`src/hdl/safety_input_defs.vh`:
```
// Constants for the safety input qualification and reset block.
// Assumes a 50 MHz system clock and a 32-bit classic Wishbone slave port.
`ifndef SAFETY_INPUT_DEFS_VH
`define SAFETY_INPUT_DEFS_VH

`define CLK_FREQ_HZ      50000000
`define TICK_RATE_HZ     1000

// Register byte offsets
`define REG_CTRL         8'h00
`define REG_SAFE_HL      8'h04
`define REG_SAFE_LH      8'h08
`define REG_ONOFF_HL     8'h0C
`define REG_ONOFF_LH     8'h10
`define REG_OFF_DELAY    8'h14
`define REG_STATUS       8'h18

// Control register fields
`define CTRL_LATCH_LSB   0
`define CTRL_MUTE_LSB    8
`define CTRL_ONOFF_MAP   16
`define CTRL_MUTE_CFG    17
`define CTRL_CANCEL_KEEP 18
`define CTRL_MRST_NONMON 19
`define CTRL_SRST_NONMON 20
`define CTRL_RESET       32'h0000_0000

// Debounce windows, milliseconds
`define WIN_W            11
`define HL_MIN_MS        11'h006
`define HL_MAX_MS        11'h064
`define LH_MIN_MS        11'h00A
`define LH_MAX_MS        11'h1F4
`define MUTE_MAX_MS      11'h5DC
`define HL_DEF_MS        11'h006
`define LH_DEF_MS        11'h032
`define FIXED_DB_MS      11'h032
`define OFF_DELAY_DEF    11'h000

// Reset pulse limits, milliseconds
`define RST_MIN_MS       11'h12C
`define RST_MAX_MS       11'h7D0

`endif

```
`src/hdl/safety_input_debounce_reset.v`:
```
// Input qualification, output gating and reset qualification for one
// safety output. Assumes field inputs already level shifted and
// synchronous to CLOCK; configuration over classic Wishbone.
`timescale 1ns/1ps
`include "safety_input_defs.vh"

// What this block does
// - High-to-low window 6-100 ms, mute sensor inputs up to 1500 ms.
// - High-to-low window defaults to 6 ms.
// - Low-to-high window 10-500 ms, mute sensor inputs up to 1500 ms.
// - Low-to-high window defaults to 50 ms.
// - A safety input back at its old level at window end after four or more edges flags disparity and locks out.
// - Output goes off after the off delay while any controlling input is in Stop.
// - Output turns on only with all controlling inputs Run, plus reset if latched.
// - ON/OFF debounce configurable; reset, mute, cancel fixed at 50 ms.
// - After a latched input recloses, a manual reset re-enables the output.
// - ON/OFF input switches the output while all safety inputs run.
// - Unmapped ON/OFF input drives only its status output.
// - Muting is not permitted until mute enable is high when configured.
// - Cancel signal either keeps delayed output on or drops it at once.
// - Status output shows when cancel would keep the delayed output on.
// - Manual and system resets each monitored or not, monitored default.
// - Valid system reset clears lockout and restarts after reconfiguring.
// - Automatic reset inputs restore the output without operator action.
// - Monitored reset acts on falling edge of a 0.3-2 s high pulse.
// - Non-monitored reset acts once high has lasted 0.3 s.
// - Manual reset while any safety input is in Stop is ignored.
module safety_input_debounce_reset #(
    parameter N_SAFE      = 4,
    parameter TICK_CYCLES = `CLK_FREQ_HZ / `TICK_RATE_HZ
) (
    input  wire                CLOCK,
    input  wire                SRST,
    input  wire [7:0]          WB_ADR_I,
    input  wire [31:0]         WB_DAT_I,
    output reg  [31:0]         WB_DAT_O,
    input  wire                WB_WE_I,
    input  wire [3:0]          WB_SEL_I,
    input  wire                WB_STB_I,
    input  wire                WB_CYC_I,
    output reg                 WB_ACK_O,
    input  wire [N_SAFE-1:0]   SAFETY_IN,
    input  wire                ONOFF_IN,
    input  wire                MANUAL_RESET_IN,
    input  wire                MUTE_ENABLE_IN,
    input  wire                CANCEL_DELAY_IN,
    input  wire                SYSTEM_RECOVERY_IN,
    output reg                 SAFETY_OUT,
    output reg                 ONOFF_STATUS,
    output reg                 MUTE_PERMIT,
    output reg                 CANCEL_OK_STATUS,
    output reg                 LOCKOUT
);

    localparam CH_ONOFF  = N_SAFE;
    localparam CH_MRST   = N_SAFE + 1;
    localparam CH_MUTE   = N_SAFE + 2;
    localparam CH_CANCEL = N_SAFE + 3;
    localparam CH_SYSR   = N_SAFE + 4;
    localparam N_CH      = N_SAFE + 5;
    localparam W         = `WIN_W;

    function [W-1:0] clamp;
        input [W-1:0] v;
        input [W-1:0] lo;
        input [W-1:0] hi;
        begin
            if (v < lo)
                clamp = lo;
            else if (v > hi)
                clamp = hi;
            else
                clamp = v;
        end
    endfunction

    function [31:0] merge;
        input [31:0] old;
        input [31:0] dat;
        input [3:0]  sel;
        integer b;
        begin
            merge = old;
            for (b = 0; b < 4; b = b + 1)
                if (sel[b])
                    merge[b*8 +: 8] = dat[b*8 +: 8];
        end
    endfunction

    // 1 ms tick
    reg  [31:0] tick_cnt_q;
    reg         tick_q;

    always @(posedge CLOCK)
    begin
        if (SRST)
        begin
            tick_cnt_q <= 32'h0000_0000;
            tick_q     <= 1'b0;
        end
        else if (tick_cnt_q == TICK_CYCLES - 1)
        begin
            tick_cnt_q <= 32'h0000_0000;
            tick_q     <= 1'b1;
        end
        else
        begin
            tick_cnt_q <= tick_cnt_q + 32'h0000_0001;
            tick_q     <= 1'b0;
        end
    end

    // Registers
    reg  [31:0]  ctrl_q;
    reg  [W-1:0] safe_hl_q;
    reg  [W-1:0] safe_lh_q;
    reg  [W-1:0] onoff_hl_q;
    reg  [W-1:0] onoff_lh_q;
    reg  [W-1:0] off_delay_q;
    reg  [31:0]  rd_d;
    wire [31:0]  status_w;
    wire         wb_req = WB_CYC_I & WB_STB_I & ~WB_ACK_O;
    wire         wb_wr  = wb_req & WB_WE_I;
    wire         ctrl_wr;

    assign ctrl_wr = wb_wr & (WB_ADR_I == `REG_CTRL);

    // Window registers keep only the low bits of the merged word
    wire [31:0]  wb_merged = merge(rd_d, WB_DAT_I, WB_SEL_I);
    wire [W-1:0] wb_win    = wb_merged[W-1:0];

    always @*
    begin
        case (WB_ADR_I)
            `REG_CTRL:      rd_d = ctrl_q;
            `REG_SAFE_HL:   rd_d = {21'h00_0000, safe_hl_q};
            `REG_SAFE_LH:   rd_d = {21'h00_0000, safe_lh_q};
            `REG_ONOFF_HL:  rd_d = {21'h00_0000, onoff_hl_q};
            `REG_ONOFF_LH:  rd_d = {21'h00_0000, onoff_lh_q};
            `REG_OFF_DELAY: rd_d = {21'h00_0000, off_delay_q};
            `REG_STATUS:    rd_d = status_w;
            default:        rd_d = 32'h0000_0000;
        endcase
    end

    // Windows are clamped on write; non-mute safety channels are cut back again at use
    always @(posedge CLOCK)
    begin
        if (SRST)
        begin
            WB_ACK_O    <= 1'b0;
            WB_DAT_O    <= 32'h0000_0000;
            ctrl_q      <= `CTRL_RESET;
            safe_hl_q   <= `HL_DEF_MS;
            safe_lh_q   <= `LH_DEF_MS;
            onoff_hl_q  <= `HL_DEF_MS;
            onoff_lh_q  <= `LH_DEF_MS;
            off_delay_q <= `OFF_DELAY_DEF;
        end
        else
        begin
            WB_ACK_O <= wb_req;
            if (wb_req && !WB_WE_I)
                WB_DAT_O <= rd_d;
            if (wb_wr)
            begin
                case (WB_ADR_I)
                    `REG_CTRL:
                        ctrl_q <= merge(ctrl_q, WB_DAT_I, WB_SEL_I);
                    `REG_SAFE_HL:
                        safe_hl_q <= clamp(wb_win, `HL_MIN_MS,
                            `MUTE_MAX_MS);
                    `REG_SAFE_LH:
                        safe_lh_q <= clamp(wb_win, `LH_MIN_MS,
                            `MUTE_MAX_MS);
                    `REG_ONOFF_HL:
                        onoff_hl_q <= clamp(wb_win, `HL_MIN_MS,
                            `HL_MAX_MS);
                    `REG_ONOFF_LH:
                        onoff_lh_q <= clamp(wb_win, `LH_MIN_MS,
                            `LH_MAX_MS);
                    `REG_OFF_DELAY:
                        off_delay_q <= wb_win;
                    default:
                        ctrl_q <= ctrl_q;
                endcase
            end
        end
    end

    wire [7:0] latch_mask  = ctrl_q[`CTRL_LATCH_LSB +: 8];
    wire [7:0] mute_mask   = ctrl_q[`CTRL_MUTE_LSB +: 8];
    wire       onoff_map   = ctrl_q[`CTRL_ONOFF_MAP];
    wire       mute_cfg    = ctrl_q[`CTRL_MUTE_CFG];
    wire       cancel_keep = ctrl_q[`CTRL_CANCEL_KEEP];

    // Debounce channels
    wire [N_CH-1:0]   raw = {SYSTEM_RECOVERY_IN, CANCEL_DELAY_IN,
                             MUTE_ENABLE_IN, MANUAL_RESET_IN, ONOFF_IN,
                             SAFETY_IN};
    wire [N_CH-1:0]   st;
    wire [N_CH-1:0]   flt;
    wire [N_CH*W-1:0] hl_all;
    wire [N_CH*W-1:0] lh_all;

    genvar i;
    generate
        for (i = 0; i < N_CH; i = i + 1)
        begin : g_ch
            reg  [W-1:0] cnt_q;
            reg  [1:0]   edges_q;
            reg          st_q;
            reg          pend_q;
            reg          raw_q;
            reg          flt_q;
            wire [W-1:0] win = st_q ? hl_all[i*W +: W] : lh_all[i*W +: W];
            wire [W:0]   cnt_nx = {1'b0, cnt_q} + {{W{1'b0}}, 1'b1};

            if (i < N_SAFE)
            begin : g_safe
                // Mute sensors keep the long limit, others are cut back
                assign hl_all[i*W +: W] = mute_mask[i] ? safe_hl_q :
                    clamp(safe_hl_q, `HL_MIN_MS, `HL_MAX_MS);
                assign lh_all[i*W +: W] = mute_mask[i] ? safe_lh_q :
                    clamp(safe_lh_q, `LH_MIN_MS, `LH_MAX_MS);
            end
            else if (i == CH_ONOFF)
            begin : g_onoff
                assign hl_all[i*W +: W] = onoff_hl_q;
                assign lh_all[i*W +: W] = onoff_lh_q;
            end
            else
            begin : g_fixed
                assign hl_all[i*W +: W] = `FIXED_DB_MS;
                assign lh_all[i*W +: W] = `FIXED_DB_MS;
            end

            always @(posedge CLOCK)
            begin
                if (SRST)
                begin
                    cnt_q   <= {W{1'b0}};
                    edges_q <= 2'h0;
                    st_q    <= 1'b0;
                    pend_q  <= 1'b0;
                    raw_q   <= 1'b0;
                    flt_q   <= 1'b0;
                end
                else
                begin
                    raw_q <= raw[i];
                    flt_q <= 1'b0;
                    if (!pend_q)
                    begin
                        if (raw[i] != st_q)
                        begin
                            pend_q  <= 1'b1;
                            cnt_q   <= {W{1'b0}};
                            edges_q <= 2'h0;
                        end
                    end
                    else
                    begin
                        if (raw[i] != raw_q && edges_q != 2'h3)
                            edges_q <= edges_q + 2'h1;
                        if (tick_q)
                            cnt_q <= cnt_nx[W-1:0];
                        if (tick_q && cnt_nx >= {1'b0, win})
                        begin
                            pend_q <= 1'b0;
                            if (raw[i] != st_q)
                                st_q <= raw[i];
                            else if (edges_q >= 2'h2)
                                flt_q <= 1'b1;
                        end
                    end
                end
            end

            assign st[i]  = st_q;
            assign flt[i] = flt_q;
        end
    endgenerate

    // Reset pulse qualification: index 0 manual, 1 system
    wire [1:0] rst_lvl    = {st[CH_SYSR], st[CH_MRST]};
    wire [1:0] rst_nonmon = {ctrl_q[`CTRL_SRST_NONMON],
                             ctrl_q[`CTRL_MRST_NONMON]};
    wire [1:0] rst_ok;

    genvar k;
    generate
        for (k = 0; k < 2; k = k + 1)
        begin : g_rst
            reg  [W-1:0] dur_q;
            reg          hi_q;
            reg          done_q;
            reg          ok_q;

            always @(posedge CLOCK)
            begin
                if (SRST)
                begin
                    dur_q  <= {W{1'b0}};
                    hi_q   <= 1'b0;
                    done_q <= 1'b0;
                    ok_q   <= 1'b0;
                end
                else
                begin
                    hi_q <= rst_lvl[k];
                    ok_q <= 1'b0;
                    if (rst_lvl[k] && !hi_q)
                    begin
                        dur_q  <= {W{1'b0}};
                        done_q <= 1'b0;
                    end
                    else if (rst_lvl[k] && tick_q && dur_q != {W{1'b1}})
                        dur_q <= dur_q + {{(W-1){1'b0}}, 1'b1};
                    if (rst_nonmon[k] && rst_lvl[k] && hi_q && !done_q
                        && dur_q >= `RST_MIN_MS)
                    begin
                        ok_q   <= 1'b1;
                        done_q <= 1'b1;
                    end
                    if (!rst_nonmon[k] && !rst_lvl[k] && hi_q
                        && dur_q >= `RST_MIN_MS && dur_q <= `RST_MAX_MS)
                        ok_q <= 1'b1;
                end
            end

            assign rst_ok[k] = ok_q;
        end
    endgenerate

    // Output gating
    wire [N_SAFE-1:0] safe_st    = st[N_SAFE-1:0];
    wire              all_run    = &safe_st;
    wire              latch_stop = |(~safe_st & latch_mask[N_SAFE-1:0]);
    wire              onoff_st   = st[CH_ONOFF];
    wire              cancel_st  = st[CH_CANCEL];
    reg               need_q;
    reg               hold_q;
    reg               fault_q;
    reg  [W-1:0]      dly_q;
    wire              run_ok;

    // Unmapped ON/OFF input cannot veto the output
    assign run_ok = all_run & ~need_q & ~LOCKOUT & ~hold_q
                  & (~onoff_map | onoff_st);

    always @(posedge CLOCK)
    begin
        if (SRST)
        begin
            need_q           <= 1'b0;
            hold_q           <= 1'b0;
            fault_q          <= 1'b0;
            dly_q            <= {W{1'b0}};
            LOCKOUT          <= 1'b0;
            SAFETY_OUT       <= 1'b0;
            ONOFF_STATUS     <= 1'b0;
            MUTE_PERMIT      <= 1'b0;
            CANCEL_OK_STATUS <= 1'b0;
        end
        else
        begin
            // Set wins over clear on every sticky flag
            if (latch_stop)
                need_q <= 1'b1;
            else if (rst_ok[0] && all_run)
                need_q <= 1'b0;
            if (|flt[N_SAFE-1:0])
            begin
                LOCKOUT <= 1'b1;
                fault_q <= 1'b1;
            end
            else if (rst_ok[1])
                LOCKOUT <= 1'b0;
            if (ctrl_wr)
                hold_q <= 1'b1;
            else if (rst_ok[1])
                hold_q <= 1'b0;
            if (run_ok)
            begin
                SAFETY_OUT <= 1'b1;
                dly_q      <= {W{1'b0}};
            end
            else if (LOCKOUT || hold_q || !SAFETY_OUT)
                SAFETY_OUT <= 1'b0;
            else if (cancel_st && !cancel_keep)
                SAFETY_OUT <= 1'b0;
            else if (cancel_st)
                dly_q <= {W{1'b0}};
            else if (dly_q >= off_delay_q)
                SAFETY_OUT <= 1'b0;
            else if (tick_q)
                dly_q <= dly_q + {{(W-1){1'b0}}, 1'b1};
            ONOFF_STATUS     <= onoff_st;
            MUTE_PERMIT      <= ~mute_cfg | st[CH_MUTE];
            CANCEL_OK_STATUS <= SAFETY_OUT & ~run_ok & cancel_keep
                              & ~LOCKOUT & ~hold_q;
        end
    end

    assign status_w = {8'h00, {(8-N_SAFE){1'b0}}, safe_st,
                       8'h00, fault_q, MUTE_PERMIT, CANCEL_OK_STATUS,
                       onoff_st, need_q, hold_q, LOCKOUT, SAFETY_OUT};

endmodule

```
`config.mk`:
```
export PLATFORM = sky130hd
export DESIGN_NAME = safety_input_debounce_reset
export DESIGN_NICKNAME = d
export VERILOG_FILES = /design/src/hdl/safety_input_debounce_reset.v
export VERILOG_INCLUDE_DIRS = /design/src /design/src/hdl
export SDC_FILE = /design/constraint.sdc
export NUM_CORES = 1
export LEC_CHECK = 0
export ABC_CLOCK_PERIOD_IN_PS = 3200
export BUFFER_PORTS_ARGS = -buffer_cell sky130_fd_sc_hd__buf_2
export CORE_UTILIZATION = 56
export DETAILED_ROUTE_END_ITERATION = 8
export PLACE_DENSITY = 0.74
export SLEW_MARGIN = 20
export SYNTH_ARGS = -nofsm -noshare
export SYNTH_HDL_FRONTEND = slang
export SYNTH_SLANG_ARGS = --single-unit
```
`constraint.sdc`:
```
create_clock -name CLOCK -period 3.2 [get_ports CLOCK]
set_clock_uncertainty 0.05 [all_clocks]
set_input_delay 0.16 -clock CLOCK [delete_from_list [all_inputs] [get_ports CLOCK]]
set_output_delay 0.16 -clock CLOCK [all_outputs]
set_load 0.005 [all_outputs]
```
---- Yosys cells after proc, flatten, opt, wreduce, memory -nomap -nowiden ----
Index checks and enable logic that the tools add are counted.
storage, ports and cells
  input bits .............................. 58
  register bits ........................... 333
  output and inout bits ................... 38
  word-level logic and storage cells ...... 418
operators by class
  mux-type cells .......................... 119
  $add $sub $neg .......................... 17
  reductions and logical operators ........ 112
  bitwise operators ....................... 33
  equal/unequal tests ..................... 41
  magnitude comparators ................... 27
operator list
  cell                                                                                   number
  11-bit 2-to-1 mux                                                                      54
  32-bit one-hot mux with 7 select lines                                                 1
  11-bit by 1-bit adder with 12-bit output (second input constant)                       9
  12-bit by 11-bit greater-or-equal comparator with 1-bit output                         5
  1-bit 2-to-1 mux                                                                       50
  12-bit by 6-bit greater-or-equal comparator with 1-bit output (second input constant)  4
  3-bit AND reduction                                                                    13
  1-bit logical AND                                                                      38
  2-bit AND reduction                                                                    19
  11-bit by 1-bit adder with 11-bit output (second input constant)                       3
  32-bit by 1-bit adder with 32-bit output (second input constant)                       1
  32-bit by 16-bit equality test with 1-bit output (second input constant)               1
  2-bit nonzero test                                                                     15
  2-bit inequality test (second input constant)                                          14
  8-bit by 5-bit equality test with 1-bit output (second input constant)                 3
  2-bit 2-to-1 mux                                                                       12
  4-bit OR reduction                                                                     6
  11-bit by 9-bit greater-or-equal comparator with 1-bit output (second input constant)  2
  11-bit by 7-bit greater-than comparator with 1-bit output (second input constant)      2
  11-bit by 9-bit greater-than comparator with 1-bit output (second input constant)      2
  11-bit less-or-equal comparator (second input constant)                                2
  11-bit by 3-bit less-than comparator with 1-bit output (second input constant)         2
  11-bit by 4-bit less-than comparator with 1-bit output (second input constant)         2
  11-bit inequality test (second input constant)                                         2
  22 further kinds                                                                       87

---- Logic depth before layout (Yosys ltp) ----
  depth after elaboration ................. 10
  gate-level depth with buffers ........... 17
  gate-level depth less buffers ........... 16

---- Least setup slack after synthesis ----
OpenSTA, ideal clock, no wires.
  path type ............................... flip-flop to flip-flop
  start ................................... register safe_hl_q[7]
  end ..................................... register g_ch[0].st_q
  cell stages (with the launch flop) ...... 16
  setup slack ............................. -347 ps
  required time ........................... 3030 ps
  data arrival time ....................... 3378 ps
  path buffers ............................ 1
  period minus slack after synthesis ...... 3547 ps
  setup time .............................. 120 ps
  cell sequence ........................... dfxtp_1 or4_1 clkbuf_1 a31oi_1 nand2_1 mux2_2 a21oi_1 ha_1 nand2b_1 a21o_1 a21o_1 a21o_1 a21oi_1 o21ai_0 mux2i_1 a211o_1
on the way
  longest elaborated chain between the ends .. 8
  elaborated cells on any way between the ends .. 9
  those cells by class .................... order compare: 3; mux: 4; reduce/logical: 2
ends and longest elaborated chain
  what                                                              line                               source
  start: declaration                                                safety_input_debounce_reset.v:115  reg [W-1:0] safe_hl_q;
  start signal: assignment                                          safety_input_debounce_reset.v:154  safe_hl_q <= `HL_DEF_MS;
  start signal: assignment                                          safety_input_debounce_reset.v:171  safe_hl_q <= clamp(wb_win, `HL_MIN_MS,
  11-bit by 7-bit greater-than comparator with 1-bit output         safety_input_debounce_reset.v:70   else if (v > hi)
  11-bit 2-to-1 mux                                                 safety_input_debounce_reset.v:70
  11-bit 2-to-1 mux                                                 safety_input_debounce_reset.v:68   if (v < lo)
  11-bit 2-to-1 mux *                                               safety_input_debounce_reset.v:222  assign hl_all[i*W +: W] = mute_mask[i] ? safe_hl_q :
  11-bit 2-to-1 mux *                                               safety_input_debounce_reset.v:216  wire [W-1:0] win = st_q ? hl_all[i*W +: W] : lh_all[i*W +: W];
  12-bit by 11-bit greater-or-equal comparator with 1-bit output *  safety_input_debounce_reset.v:268  if (tick_q && cnt_nx >= {1'b0, win})
  1-bit logical AND *                                               safety_input_debounce_reset.v:268
  3-bit AND reduction (no source line) *                            -
  end signal: assignment                                            safety_input_debounce_reset.v:272  st_q <= raw[i];
  end: declaration                                                  safety_input_debounce_reset.v:212  reg st_q;
Every way passes the cells marked *; elsewhere a longest branch is shown, timed or not.
A chain may end at the register's enable or synchronous reset.

---- Final worst setup path ----
  start ................................... register safe_hl_q[8]
  end ..................................... register g_ch[2].pend_q
on the way
  longest elaborated chain between the ends .. 9
  elaborated cells on any way between the ends .. 10
  those cells by class .................... order compare: 3; mux: 6; reduce/logical: 1
ends and longest elaborated chain
  what                                                              line                               source
  11-bit by 7-bit greater-than comparator with 1-bit output         safety_input_debounce_reset.v:70
  11-bit 2-to-1 mux                                                 safety_input_debounce_reset.v:70
  11-bit 2-to-1 mux                                                 safety_input_debounce_reset.v:68
  11-bit 2-to-1 mux *                                               safety_input_debounce_reset.v:222
  11-bit 2-to-1 mux *                                               safety_input_debounce_reset.v:216
  12-bit by 11-bit greater-or-equal comparator with 1-bit output *  safety_input_debounce_reset.v:268
  1-bit logical AND *                                               safety_input_debounce_reset.v:268
  1-bit 2-to-1 mux *                                                safety_input_debounce_reset.v:268
  1-bit 2-to-1 mux *                                                safety_input_debounce_reset.v:253  if (!pend_q)
  end signal: assignment                                            safety_input_debounce_reset.v:245  pend_q <= 1'b0;
  end signal: assignment                                            safety_input_debounce_reset.v:257  pend_q <= 1'b1;
  end signal: assignment                                            safety_input_debounce_reset.v:270  pend_q <= 1'b0;
  end: declaration                                                  safety_input_debounce_reset.v:213  reg pend_q;
Marked as above.

==> summary.txt <==
Pwr
  – Total power: 0.009702 W
  – Peak VDD IR: between 400 and 500 uV
  – PwrDens: 441.0 mW/mm2
  – Leakage Power: between 8 and 9 nW

Final layout
  – Share of layout cells above drive strength 1: 0.1309
  – Fin util: 0.6711
  – Highest-count cells in the layout ignoring fill and taps: nor2_1 (394), dfxtp_1 (330), nand2_1 (185)
  – Finished Layout Cells: between 2,000 and 3,000
  – Fillers: 2,745
  – Diodes inserted: 0
  – Leading cell type in the layout, fill and taps excluded: nor2_1
  – P&R area growth vs syn: 16.90%
  – Final #Nets: between 2,000 and 3,000

Synthesis
  – Number of enable flip-flop cells after synthesis: 0
  – FFs w/ async S/R, synth: 0
  – Sequential share of the synthesized area: 0.3542
  – Post-Syn Area per Cell: 7.917 um2
  – Synth Instances: 2,377
  – Synth Cell Area: approximately 0.019 mm2
  – Yosys warning count: 0
  – Syn nets: 2,528
  – Number of synthesized register bits: 333
  – Synth cell types: about 90
  – Ys flop type: dfxtp_1

Setup path
  – Worst EP required: 3.62 ns
  – Critical path origin: safe_hl_q[8]
  – WS Path Type: flip-flop to flip-flop
  – Reg2reg start: safe_hl_q[8]
  – Crit start category: flip-flop
  – Worst setup EP type: flip-flop
  – Crit Path Max Fanout: 8
  – Worst Path Arrival: 3.67 ns

GRT
  – First-pass GRT wire length: 86,750 um
  – Grt total ovfl: 0
  – Vias in the first global route: 16,920
  – Initial antenna violation count: 0
  – Total GRT Usage: 0.3142
  – Largest net degree at the start of global routing: 109

STA
  – Final setup margin: -0.04457 ns
  – RSZ-0062 raised after global routing: yes
  – Slew Viols, Final: 0
  – Worst Tran Pin Value: 0.8632 ns
  – Final Cycle Share: 1.014
  – Fmax: about 310 MHz
  – Post-route setup TNS: -0.1293 ns
  – Slew HR: 0.4245
  – Final min period: 3.245 ns
  – Fin. Hold Viols: 0
  – Setup violations, final: 5
  – Final hold slack: 0.02810 ns

Clock tree
  – Clk slew on worst S/H paths: 0.06 ns
  – CTS tree: done
  – Num Clock Sinks: 333
  – Num CTS Buffers: 39
  – H-tree depth: 2
  – Clock latency on the worst-skew pair: 0.54 ns
  – Root buffer cell: clkbuf_16
  – Maximum buffer depth of the clock tree: 3

Die
  – Starting Density: 0.5740
  – Die H: 185.3 um
  – Die span in x: around 190 um
  – Die area: 0.03434 mm2
  – Row count: 66
  – Top Ports: between 90 and 100
  – Core ar.: 0.03278 mm2

Run status
  – Failing checks: setup timing
  – Outcome: complete, but fails checks

Placed design
  – Routability Congestion: between 1 and 1.5
  – Port Buffers: 95
  – Placed Cells: roughly 2,900
  – Post-DP HPWL: 38,210 um

Route
  – DRC Markers: 0
  – Routed Antenna Nets: 0
  – First drt pass iteration count: 6
  – WL final: 54,530 um
  – DR vias/cell: 6.096
  – Post-DR wirelength/cell: 18.22 um
  – Routed via count: approximately 18,000
  – Iteration-0 DRC Markers: 1,406

Flow run
  – Max_cap viols: 0

Min path
  – Hold Path Origin: WB_SEL_I[0]
  – Hold WC Path Type: input pin to flip-flop
==> power breakdown <==
group          leakage [nW]  internal (W)  switching (W)
logic                  5.60      0.000337       0.000562
clock network         0.652       0.00280        0.00179
registers              2.69       0.00418      0.0000346
total                  8.94       0.00732        0.00238
==> flip-flops by register name, summed over array words and instances, names as in the netlist, 4 cells and up <==
register	flops
g_ch.raw_q	4
WB_DAT_O	32
onoff_hl_q	11
g_rst.dur_q	22
g_ch.cnt_q	99
onoff_lh_q	11
tick_cnt_q	32
safe_lh_q	11
off_delay_q	11
dly_q	11
g_ch.edges_q	8
g_ch.st_q	8
ctrl_q	32
g_ch.flt_q	4
safe_hl_q	11
g_ch.pend_q	9
==> synth_stat cells, drive strengths merged, types with 5 or more instances <==
cell	number	area, um2
or4	5	37.54
nand3b	10	75.07
nor2b	24	150.1
dfxtp	333	6666
o221ai	6	52.55
o22ai	7	43.79
mux2	22	247.7
and3	71	444.2
nor2	397	1495
a221oi	17	148.9
mux2i	46	464.2
o21ai	135	675.7
or3	19	118.9
o221a	5	56.30
buf	24	156.4
o31ai	13	111.4
nor4b	5	43.79
a21o	25	187.7
and2	19	118.9
nand4	16	100.1
nand2	187	704.4
inv	60	225.2
xnor2	29	254.0
o21bai	5	37.54
a31oi	29	181.4
ha	93	1164
a311oi	7	61.31
nand3	109	555.5
nor3	39	200.2
or2	12	75.07
o41ai	7	61.31
nor4	25	177.7
a21oi	171	859.6
a22oi	80	619.3
a211oi	26	210.2
xor2	80	700.7
a211o	7	61.31
clkbuf	104	391.6
o211ai	11	82.58
nor3b	8	60.06
nand2b	30	187.7
o21a	9	67.56
==> routing by layer <==
| layer | GRT usage | wire length, um | vias to the layer above |
|---|---|---|---|
| met3 | 0.04758 | 4169 | 131 |
| met5 | 0 | 0 | - |
| met1 | 0.4117 | 23270 | 8648 |
| li1 | - | - | 8782 |
| met4 | 0.1193 | 1994 | 0 |
| met2 | 0.5184 | 25100 | 685 |
==> logic make-up (layout without fill, tap and decap cells) <==
kind of cell,Yosys count,in the layout,share of synthesized area
and+or+nand+nor,986,986,0.2470
AOI/OAI and AO/OA,595,595,0.2051
DFF,333,333,0.3542
buffers and inverters,192,366,0.04189
xor gates and xnor gates,109,109,0.05073
adders and majority gates,93,93,0.06183
muxes,69,69,0.03923
==> path summary, 6_finish.rpt <==
| path | slack (ns) | cells after the start | end |
|---|---|---|---|
| max | -0.04 | 14 | g_ch[2].pend_q |
| min | 0.03 | 3 | ctrl_q[7] |
| max reg2reg | -0.04 | 14 | g_ch[2].pend_q |
| min reg2reg | 0.39 | 1 | tick_cnt_q[0] |
==> metrics by stage <==
stage               setup WS, ns  cell area, um2
floorplan               0.005008           18880
global placement        -0.07342           19980
detailed placement       -0.1609           19980
CTS                     0.001922           21910
global route             -0.1789           22000
finish                  -0.04457           22000
==> area by class of cell <==
cell class / instances / area [um2] / share of cell area
clock buffer: 48 / 1080 / 0.04908
clock inverter: 20 / 236.5 / 0.01075
inverter: 64 / 240.2 / 0.01092
multi-input combinational: 1852 / 11520 / 0.5236
tap: 442 / 553.0 / 0.02514
timing repair buffer: 234 / 1700 / 0.07729
sequential: 333 / 6670 / 0.3032
==> what timing repair did <==
action,in CTS,in global routing
pin swaps,4,7
setup endpoints to repair,12,13
resized for setup,3,21
buffers inserted,1,1
hold buffers,59,0
hold endpoints to repair,45,0
==> worst max-delay path: stages (launching register included) <==
cell and delay, ns:
dfxtp_2 0.32, or4_4 0.58, a31oi_4 0.21, nand2_4 0.12, mux2_4 0.29, a21oi_2 0.13
ha_1 0.24, nand2b_4 0.14, a21o_1 0.15, a21o_1 0.15, a21o_1 0.16, a21oi_2 0.14
o21ai_2 0.08, a21oi_2 0.21, o221a_2 0.21
Power figures use the tool's default switching activity.
